`src/hdl/apr_params.svh`:
```
// Purpose: constants for the audio packet register bank
// Assumes: byte addresses on a 32-bit apb bus
// Notes:   included by its bare name
`ifndef APR_PARAMS_SVH
`define APR_PARAMS_SVH

`define APR_ADDR_W 12
`define APR_OFF_CTRL 12'h300
`define APR_OFF_CHAN 12'h304
`define APR_OFF_INFO 12'h308
`define APR_OFF_MVAL 12'h328
`define APR_OFF_NVAL 12'h32c
`define APR_OFF_EXT_LO 12'h330
`define APR_OFF_EXT_HI 12'h350
`define APR_OFF_STAT 12'h354
`define APR_INFO_WORDS 4'h8
`define APR_EXT_WORDS 4'h9
`define APR_ENABLE_BIT 0
`define APR_CHAN_W 3
`define APR_MN_W 24
`define APR_RST_CTRL 1'h0
`define APR_RST_CHAN 3'h0
`define APR_RST_MN 24'h00_0000

`endif

```
`src/hdl/apr_pkg.sv`:
```
// Purpose: shared types of the audio packet register bank
// Assumes: nothing
// Notes:   constants live in apr_params.svh
package apr_pkg;

    typedef struct packed {
        logic       sel;
        logic       enable;
        logic       write;
        logic [11:0] addr;
        logic [31:0] wdata;
    } apr_apb_req_type;

    typedef struct packed {
        logic       audio_enable;
        logic [2:0] channel_count;
        logic [23:0] m_value;
        logic [23:0] n_value;
    } apr_cfg_type;

    typedef enum logic [1:0] {
        APR_IDLE = 2'b01,
        APR_DONE = 2'b10
    } apr_state_type;

endpackage : apr_pkg

```
`src/hdl/apr_regs.sv`:
```
// Purpose: apb register bank for audio control and packet buffers
// Assumes: apb slave, zero wait states, pready one cycle after setup
// Notes:   packet words are read out by the inserter side port
//
// The APB register port was decided locally.
`timescale 1ns/1ps
`default_nettype none
`include "apr_params.svh"

// Notes on behaviour
// - audio packets go out only while control bit 0 is set.
// - sample collector uses the 3-bit active channel count.
// - payload bytes renumbered from zero, packed little endian per word.
// - wrong write counts or order are not detected; contents undefined.
// - 24-bit m value readable and writable.
// - 24-bit n value readable and writable.
// - m and n are taken as given for synchronous clocks.
// - extension packet is a fixed 36-byte payload.
// - one extension packet stored; a new one replaces it.
// - extension payload words packed little endian, bytes 0..35.
module apr_regs (
    input wire logic REF_CLK_I,
    input wire logic SYS_RST_I,
    input wire logic PSEL_I,
    input wire logic PENABLE_I,
    input wire logic PWRITE_I,
    input wire logic [11:0] PADDR_I,
    input wire logic [31:0] PWDATA_I,
    output logic [31:0] PRDATA_O,
    output logic PREADY_O,
    output logic PSLVERR_O,
    output logic AUDIO_ENABLE_O,
    output logic [2:0] CHANNEL_COUNT_O,
    output logic [23:0] M_VALUE_O,
    output logic [23:0] N_VALUE_O,
    output logic INFO_VALID_O,
    output logic EXT_VALID_O,
    input wire logic [4:0] PKT_RADDR_I,
    output logic [31:0] PKT_RDATA_O
);
    // ----------------------------------------
    // bus decode
    // ----------------------------------------
    apr_pkg::apr_apb_req_type req;
    apr_pkg::apr_cfg_type cfg_ff, nxt_cfg;
    apr_pkg::apr_state_type st_ff, nxt_st;
    logic [3:0] info_idx_ff, nxt_info_idx;
    logic [3:0] ext_idx_ff, nxt_ext_idx;
    logic info_valid_ff, nxt_info_valid;
    logic ext_valid_ff, nxt_ext_valid;
    logic [31:0] prdata_ff, nxt_prdata;
    logic pslverr_ff, nxt_pslverr;
    logic setup, access, wr, known;
    logic mem_we;
    logic [4:0] mem_waddr;

    assign req = '{sel: PSEL_I, enable: PENABLE_I, write: PWRITE_I,
                   addr: PADDR_I, wdata: PWDATA_I};
    assign setup = req.sel && !req.enable && st_ff == apr_pkg::APR_IDLE;
    // writes land at the edge that completes the access phase
    assign access = req.sel && req.enable && st_ff == apr_pkg::APR_DONE;
    assign wr = access && req.write;
    always_comb begin
        known = 1'b0;
        if (req.addr == `APR_OFF_CTRL || req.addr == `APR_OFF_CHAN ||
            req.addr == `APR_OFF_INFO || req.addr == `APR_OFF_MVAL ||
            req.addr == `APR_OFF_NVAL || req.addr == `APR_OFF_STAT) begin
            known = 1'b1;
        end
        if (req.addr >= `APR_OFF_EXT_LO && req.addr <= `APR_OFF_EXT_HI &&
            req.addr[1:0] == 2'h0) begin
            known = 1'b1;
        end
    end

    // ----------------------------------------
    // handshake: answer in the access cycle
    // ----------------------------------------
    always_comb begin
        nxt_st = st_ff;
        unique case (st_ff)
            apr_pkg::APR_IDLE: begin
                if (setup) begin
                    nxt_st = apr_pkg::APR_DONE;
                end
            end
            apr_pkg::APR_DONE: begin
                nxt_st = apr_pkg::APR_IDLE;
            end
            default: begin
                nxt_st = apr_pkg::APR_IDLE;
            end
        endcase
    end

    // ----------------------------------------
    // register file and packet indices
    // ----------------------------------------
    always_comb begin
        nxt_cfg = cfg_ff;
        nxt_info_idx = info_idx_ff;
        nxt_ext_idx = ext_idx_ff;
        nxt_info_valid = info_valid_ff;
        nxt_ext_valid = ext_valid_ff;
        nxt_prdata = 32'h0000_0000;
        nxt_pslverr = 1'b0;
        mem_we = 1'b0;
        mem_waddr = 5'h00;
        if (setup) begin
            nxt_pslverr = !known;
        end
        if (wr && known) begin
            if (req.addr == `APR_OFF_CTRL) begin
                nxt_cfg.audio_enable = req.wdata[`APR_ENABLE_BIT];
            end
            if (req.addr == `APR_OFF_CHAN) begin
                nxt_cfg.channel_count = req.wdata[2:0];
            end
            if (req.addr == `APR_OFF_MVAL) begin
                nxt_cfg.m_value = req.wdata[23:0];
            end
            if (req.addr == `APR_OFF_NVAL) begin
                nxt_cfg.n_value = req.wdata[23:0];
            end
            if (req.addr == `APR_OFF_INFO) begin
                // word lands whole; byte order is software's
                mem_we = 1'b1;
                mem_waddr = {1'b0, info_idx_ff};
                nxt_info_valid = 1'b0;
                if (info_idx_ff == `APR_INFO_WORDS - 4'h1) begin
                    nxt_info_idx = 4'h0;
                    nxt_info_valid = 1'b1;
                end else begin
                    nxt_info_idx = info_idx_ff + 4'h1;
                end
            end
            if (req.addr >= `APR_OFF_EXT_LO &&
                req.addr <= `APR_OFF_EXT_HI) begin
                // single buffer, overwritten in place
                mem_we = 1'b1;
                mem_waddr = 5'(`APR_INFO_WORDS) + {1'b0, ext_idx_ff};
                nxt_ext_valid = 1'b0;
                if (ext_idx_ff == `APR_EXT_WORDS - 4'h1) begin
                    nxt_ext_idx = 4'h0;
                    nxt_ext_valid = 1'b1;
                end else begin
                    nxt_ext_idx = ext_idx_ff + 4'h1;
                end
            end
        end
        if (setup && !req.write && known) begin
            // write-only ports fall through and read zero
            if (req.addr == `APR_OFF_CTRL) begin
                nxt_prdata = {31'h0000_0000, cfg_ff.audio_enable};
            end
            if (req.addr == `APR_OFF_CHAN) begin
                nxt_prdata = {29'h0000_0000, cfg_ff.channel_count};
            end
            if (req.addr == `APR_OFF_MVAL) begin
                nxt_prdata = {8'h00, cfg_ff.m_value};
            end
            if (req.addr == `APR_OFF_NVAL) begin
                nxt_prdata = {8'h00, cfg_ff.n_value};
            end
            if (req.addr == `APR_OFF_STAT) begin
                nxt_prdata = {22'h00_0000, ext_idx_ff, info_idx_ff,
                              ext_valid_ff, info_valid_ff};
            end
        end
    end

    always_ff @(posedge REF_CLK_I) begin
        if (SYS_RST_I) begin
            st_ff <= apr_pkg::APR_IDLE;
            cfg_ff <= '{audio_enable: `APR_RST_CTRL,
                        channel_count: `APR_RST_CHAN,
                        m_value: `APR_RST_MN, n_value: `APR_RST_MN};
            info_idx_ff <= 4'h0;
            ext_idx_ff <= 4'h0;
            info_valid_ff <= 1'b0;
            ext_valid_ff <= 1'b0;
            prdata_ff <= 32'h0000_0000;
            pslverr_ff <= 1'b0;
        end else begin
            st_ff <= nxt_st;
            cfg_ff <= nxt_cfg;
            info_idx_ff <= nxt_info_idx;
            ext_idx_ff <= nxt_ext_idx;
            info_valid_ff <= nxt_info_valid;
            ext_valid_ff <= nxt_ext_valid;
            prdata_ff <= nxt_prdata;
            pslverr_ff <= nxt_pslverr;
        end
    end

    // ----------------------------------------
    // packet store
    // ----------------------------------------
    apr_pkt_mem u_mem (
        .clk_i(REF_CLK_I),
        .we_i(mem_we),
        .waddr_i(mem_waddr),
        .wdata_i(req.wdata),
        .raddr_i(PKT_RADDR_I),
        .rdata_o(PKT_RDATA_O)
    );

    // ----------------------------------------
    // outputs
    // ----------------------------------------
    assign PRDATA_O = prdata_ff;
    // one-hot done bit, straight from the state flop
    assign PREADY_O = st_ff[1];
    assign PSLVERR_O = pslverr_ff;
    assign AUDIO_ENABLE_O = cfg_ff.audio_enable;
    assign CHANNEL_COUNT_O = cfg_ff.channel_count;
    assign M_VALUE_O = cfg_ff.m_value;
    assign N_VALUE_O = cfg_ff.n_value;
    assign INFO_VALID_O = info_valid_ff;
    assign EXT_VALID_O = ext_valid_ff;
endmodule : apr_regs

`default_nettype wire

```
`src/hdl/apr_pkt_mem.sv`:
```
// Purpose: packet word store, registered read port
// Assumes: one write and one read port, same clock
// Notes:   holds info frame words 0..7 and extension words 8..16
`timescale 1ns/1ps
`default_nettype none

module apr_pkt_mem (
    input wire logic clk_i,
    input wire logic we_i,
    input wire logic [4:0] waddr_i,
    input wire logic [31:0] wdata_i,
    input wire logic [4:0] raddr_i,
    output logic [31:0] rdata_o
);
    logic [31:0] mem [0:16];

    always_ff @(posedge clk_i) begin
        if (we_i) begin
            mem[waddr_i] <= wdata_i;
        end
        rdata_o <= mem[raddr_i];
    end
endmodule : apr_pkt_mem

`default_nettype wire

```
`config.mk`:
```
export PLATFORM = sky130hd
export DESIGN_NAME = apr_regs
export DESIGN_NICKNAME = d
export VERILOG_FILES = /design/src/hdl/apr_pkg.sv /design/src/hdl/apr_regs.sv /design/src/hdl/apr_pkt_mem.sv
export VERILOG_INCLUDE_DIRS = /design/src /design/src/hdl
export SDC_FILE = /design/constraint.sdc
export NUM_CORES = 1
export LEC_CHECK = 0
export ABC_AREA = 0
export BUFFER_PORTS_ARGS = -buffer_cell sky130_fd_sc_hd__clkbuf_2
export CAP_MARGIN = 10
export CORE_MARGIN = 1.5
export CORE_UTILIZATION = 54
export CTS_CLUSTER_SIZE = 16
export DETAILED_ROUTE_END_ITERATION = 8
export PLACE_DENSITY = 0.8
export SYNTH_ARGS = -nofsm -noshare
export SYNTH_HDL_FRONTEND = slang
export SYNTH_SLANG_ARGS = --single-unit
```
`constraint.sdc`:
```
create_clock -name REF_CLK_I -period 5.8 [get_ports REF_CLK_I]
set_input_delay 0.87 -clock REF_CLK_I [delete_from_list [all_inputs] [get_ports REF_CLK_I]]
set_output_delay 0.87 -clock REF_CLK_I [all_outputs]
set_load 0.01 [all_outputs]
```
Yosys cells after proc, flatten, opt, wreduce, memory -nomap -nowiden
Memories as Yosys holds them, arrays and structs flattened. A register that Yosys moved wholly into a read port is not among the register bits.
Index checks and enable logic that the tools add are counted.
{ "classes": {"n_eq_ne": 10, "mux": 19, "add_sub_neg": 3, "reduce_logical": 30, "magnitude_cmp": 2, "bitwise": 3} }
{ "ops": {"columns": ["operator", "count"], "rows": [
  ["$eq 12x10->1 const B", 6],
  ["$mux 24", 3],
  ["$ge 12x10->1 const B", 1],
  ["$le 12x10->1 const B", 1],
  ["$mux 4", 3],
  ["$reduce_and 2->1", 6],
  ["$logic_and 1x1->1", 10],
  ["$mux 1", 10],
  ["$mux 10", 1],
  ["$mux 5", 2],
  ["$add 4x1->4 const B", 2],
  ["$reduce_or 2->1", 3],
  ["$reduce_or 6->1", 1],
  ["$add 4x4->5 const A", 1],
  ["$logic_or 1x1->1", 5],
  ["$eq 4x3->1 const B", 1],
  ["$eq 4x4->1 const B", 1],
  ["$logic_not 1->1", 3],
  ["$not 1->1", 3],
  ["$reduce_or 3->1", 1],
  ["$eq 2x1->1 const B", 1],
  ["$eq 2x2->1 const B", 1],
  ["$logic_not 2->1", 1]
]} }
{ "totals": {"elab_cells": 81, "out_inout_bits": 120, "ram_bits": 544, "reg_bits": 97, "n_memories": 1} }
{ "memory_table": {"columns": ["name", "depth", "width", "rd", "rd_clocked_by_memory_dff", "write_ports", "line_no", "source"], "rows": [
  ["u_mem.mem", 17, 32, 1, 1, 1, "apr_pkt_mem.sv:15", "logic [31:0] mem [0:16];"]
]} }

Depth between registers and ports, before layout
{ "depth": {"depth_word": 12, "mapped_depth": 8} }

By module
A second synthesis with hierarchy kept.
{ "unflattened": {"cells_unflattened": 1366, "hier_area_um2": 25420.6} }
{ "modules_own_cells": {"columns": ["module", "cells_per_inst", "n_inst", "area_per_inst_um2"], "rows": [
  ["apr_pkt_mem", 913, 1, 21603.2],
  ["apr_regs", 453, 1, 3817.4]
]} }

Worst setup path after synthesis
Ideal clock, no wire load.
{ "synth_timing": {"kind": "in2reg", "startpoint": "in PADDR_I[4]", "endpoint": "mem u_mem.mem[7][0], enable pin", "required_ps": 5299, "path_stages": 6, "slack_ps": 122, "n_path_buf": 2, "arrival_time_ps": 5177, "path_cell_list": "buf_2 > nor4_2 > and3_1 > buf_2 > nand4b_1 > nor4_1"} }
{ "synth_between": {"elab_chain_len": 12} }
{ "synth_lines": {"columns": ["item", "line_no", "source"], "rows": [
  ["from (decl)", "apr_regs.sv:27", "input wire logic [11:0] PADDR_I,"],
  ["parallel branches: the longest is 12 deep, another holds $ge 12x10->1", null, null],
  ["to (decl)", "apr_pkt_mem.sv:15", null]
]} }
Several ways; the timed one is not identified.

Worst setup path in the final report
{ "layout_timing": {"startpoint": "in PADDR_I[10]", "endpoint": "mem u_mem.mem[14][30], enable pin"} }
Same word-level chain as after synthesis.

==> results.toml <==
[outcome]
outcome = "complete, no violations"

[worst_setup_path]
worstReg2RegStart = "st_ff[0]"
startpoint = "PADDR_I[10]"
cp-start-kind = "primary input"
rrSetupSlack_ns = 2.51
critPathKind = "primary input to flop"
cp.required_ns = 6.04
path_max_fanout = 32
crit_path_end_kind = "flop"
reg2reg_to = "u_mem.mem[4][27]"
critical_path_arrival_ns = 3.78
reg2reg_depth = 6
crit_end = "u_mem.mem[14][30]"

[sta]
fmax_ghz = 0.2823
slew_violations = 0
rsz0062_at_grt = "false"
setup_violations = 0
finalCriticalPeriod_ns = 3.543
timing.setup.tns_ns = 0
min_period_over_period = 0.6108
finalHoldViolCount = 0
fin_skew_ns = 0.02892
max_slew_margin = 0.1314
worstMarginPinSlew_ns = 1.300

[clock_tree]
h-tree-depth = 2
cts.sinks = 665
clk_pin_slew_worst_paths_ns = 0.06
hold_buffers = 0
clockBufferDepth = 3
post_cts_resized = 0
cts-buffers-inserted = 61
post_cts_buffers = 0
cts_tree = "done"
root_buffer = "clkbuf_16"
clk_latency_ns = 0.64

[power]
p_sw_frac = 0.2049
p_int_w = 0.007507
power_w = 0.009442
p_leak_nw = 9.460
pwr-share-comb = 0.041
p_sw_w = 0.001934
pwr-share-seq = 0.548
pwr-share-clk = 0.410
vdd_drop_max_v = 0.0002465
powerDensity_nw_per_um2 = 329.2

[drt]
viasPerCell = 6.152
avgRoutedWirePerCell_um = 25.50
vias = 13650
drt-initial-drc-count = 1386
final_antenna_net_count = 0
drt_first_pass_iters = 6
route.detailed.drc = 0
wl_mm = 56.58

[final_layout]
final.fill_count = 3087
layout_common_cells = "edfxtp_1, clkbuf_2, mux4_2"
antenna_cells = 0
final_nets = 1623
drive_above_1_share = 0.3051
syn2layout_area_growth_pct = 13.87
final_common_cell = "edfxtp_1"

[logic_synthesis]
synth_area_leader_cell = "edfxtp_1"
syn_inst = 1400
synth-edff-count = 544
synthFlopType = "edfxtp_1"
synth_area_um2 = 25190
synth_top_area_frac = 0.6486
ys_types = 58
yosys_warnings = 0
synth-seq-cells = 665
synthTopCellsByArea = "edfxtp_1, mux4_2, dfxtp_1"
seq_area_frac_synth = 0.7447
async_reset_ff_frac = 0
avgSynthCellArea_um2 = 17.99

[placement]
place_congestion = 0.8900
post-dp-hpwl_mm = 30.78
portBuffers = 165

[floorplan]
fp.dieH_um = 219.0
die_area_um2 = 47950
die_width_um = 219.0
core_area_um2 = 45670
ioPinCount = 174
floorplan.initialDensity = 0.5515
row_count = 78

[job]
drv_cap = 0

[hold_path]
hold-path-cell-count = 2
min_path_type = "flop to flop"

[grt]
antenna_found_initial = 1
grt_pass1_wl_mm = 85.02
grt_usage = 0.2408
grt_max_degree = 81
grt-ovfl-total = 0
grt_pass1_vias = 14010
-- state kept, by name (all words and copies together), names as in the netlist --
| name | cells |
|---|---|
| AUDIO_ENABLE_O | 1 |
| CHANNEL_COUNT_O | 3 |
| EXT_VALID_O | 1 |
| INFO_VALID_O | 1 |
| M_VALUE_O | 24 |
| N_VALUE_O | 24 |
| PRDATA_O | 24 |
| PSLVERR_O | 1 |
| ext_idx_ff | 4 |
| info_idx_ff | 4 |
| st_ff | 2 |
| u_mem.mem | 544 |
| u_mem.rdata_o | 32 |
-- how the worst min path moves through the flow --
stage                      start           endpoint  slack [ns]
2_1_floorplan  u_mem.mem[16][30]  u_mem.rdata_o[30]        0.46
3_3_place_gp        M_VALUE_O[7]       M_VALUE_O[7]        0.45
3_5_place_dp       N_VALUE_O[10]      N_VALUE_O[10]        0.47
4_1_cts             N_VALUE_O[1]       N_VALUE_O[1]        0.47
5_1_grt             M_VALUE_O[3]       M_VALUE_O[3]        0.50
6_report            N_VALUE_O[1]       N_VALUE_O[1]        0.47
-- cell usage after synthesis, types with 7 or more instances --
cell type	n
mux2_2	64
buf_4	8
a21oi_1	89
a22oi_1	16
nand2_1	113
dfxtp_1	121
nor4_1	9
nand3_1	10
nor2_1	52
o22ai_1	33
inv_1	39
edfxtp_1	544
buf_2	24
nor3_1	7
mux2i_1	12
clkbuf_1	52
mux4_2	128
-- cell type report --
type	instances	area [µm²]	share of cell area
clock buffers	96	1802	0.06282
clock inverters	20	148.9	0.005191
inverters	39	146.4	0.005104
multi-input cells	614	6036	0.2104
flip-flops and latches	665	18760	0.6540
well taps	600	750.7	0.02617
repair buffers	185	1040	0.03625
-- cells by family (layout without fill, tap and decap cells) --
family,Yosys count,in the layout,share of synthesized area
flops,665,665,0.7447
simple gates,231,231,0.04297
mux,204,204,0.1478
compound gates,167,167,0.04103
buf+inv,128,340,0.02146
fa+ha+maj,3,3,0.001490
other cells,1,8,0.0001489
xor+xnor,1,1,0.0003478
-- worst max-delay path, stage by stage --
cell and delay, ns:
clkbuf_2 0.13, and4bb_2 0.33, a32oi_1 0.63, nor2_2 0.20, a2111o_1 0.59, nor2_4 0.98
-- power by group through the flow --
stage / Sequential (W) / Clock, W / Combinational, W
after global placement: 0.00528 / 0 / 0.000378
after global routing: 0.00518 / 0.00410 / 0.000417
after CTS: 0.00518 / 0.00391 / 0.000393
final: 0.00518 / 0.00387 / 0.000390
after floorplan: 0.00529 / 0 / 0.000219
after detailed placement: 0.00528 / 0 / 0.000388
-- metal layers --
metal,vias up,share of wire,GRT usage
met4,0,0.030,0.08607
met5,-,0,0
met2,711,0.50,0.3962
met1,7001,0.39,0.3264
li1,5834,-,-
met3,105,0.080,0.04227
-- stage by stage --
step	cells	worst slack (ns)	instance area (µm²)	utilization	hold WS [ns]
2_1_floorplan	1407	0.1221	25210	-	0.4594
3_3_place_gp	2101	1.779	26680	0.5840	0.4523
6_report	2219	2.257	28680	0.6280	0.4731
4_1_cts	2217	2.329	28630	0.6268	0.4750
3_5_place_dp	2101	1.681	26680	0.5840	0.4663
5_1_grt	2219	2.142	28680	0.6280	0.4987
Power figures use the tool's default switching activity.
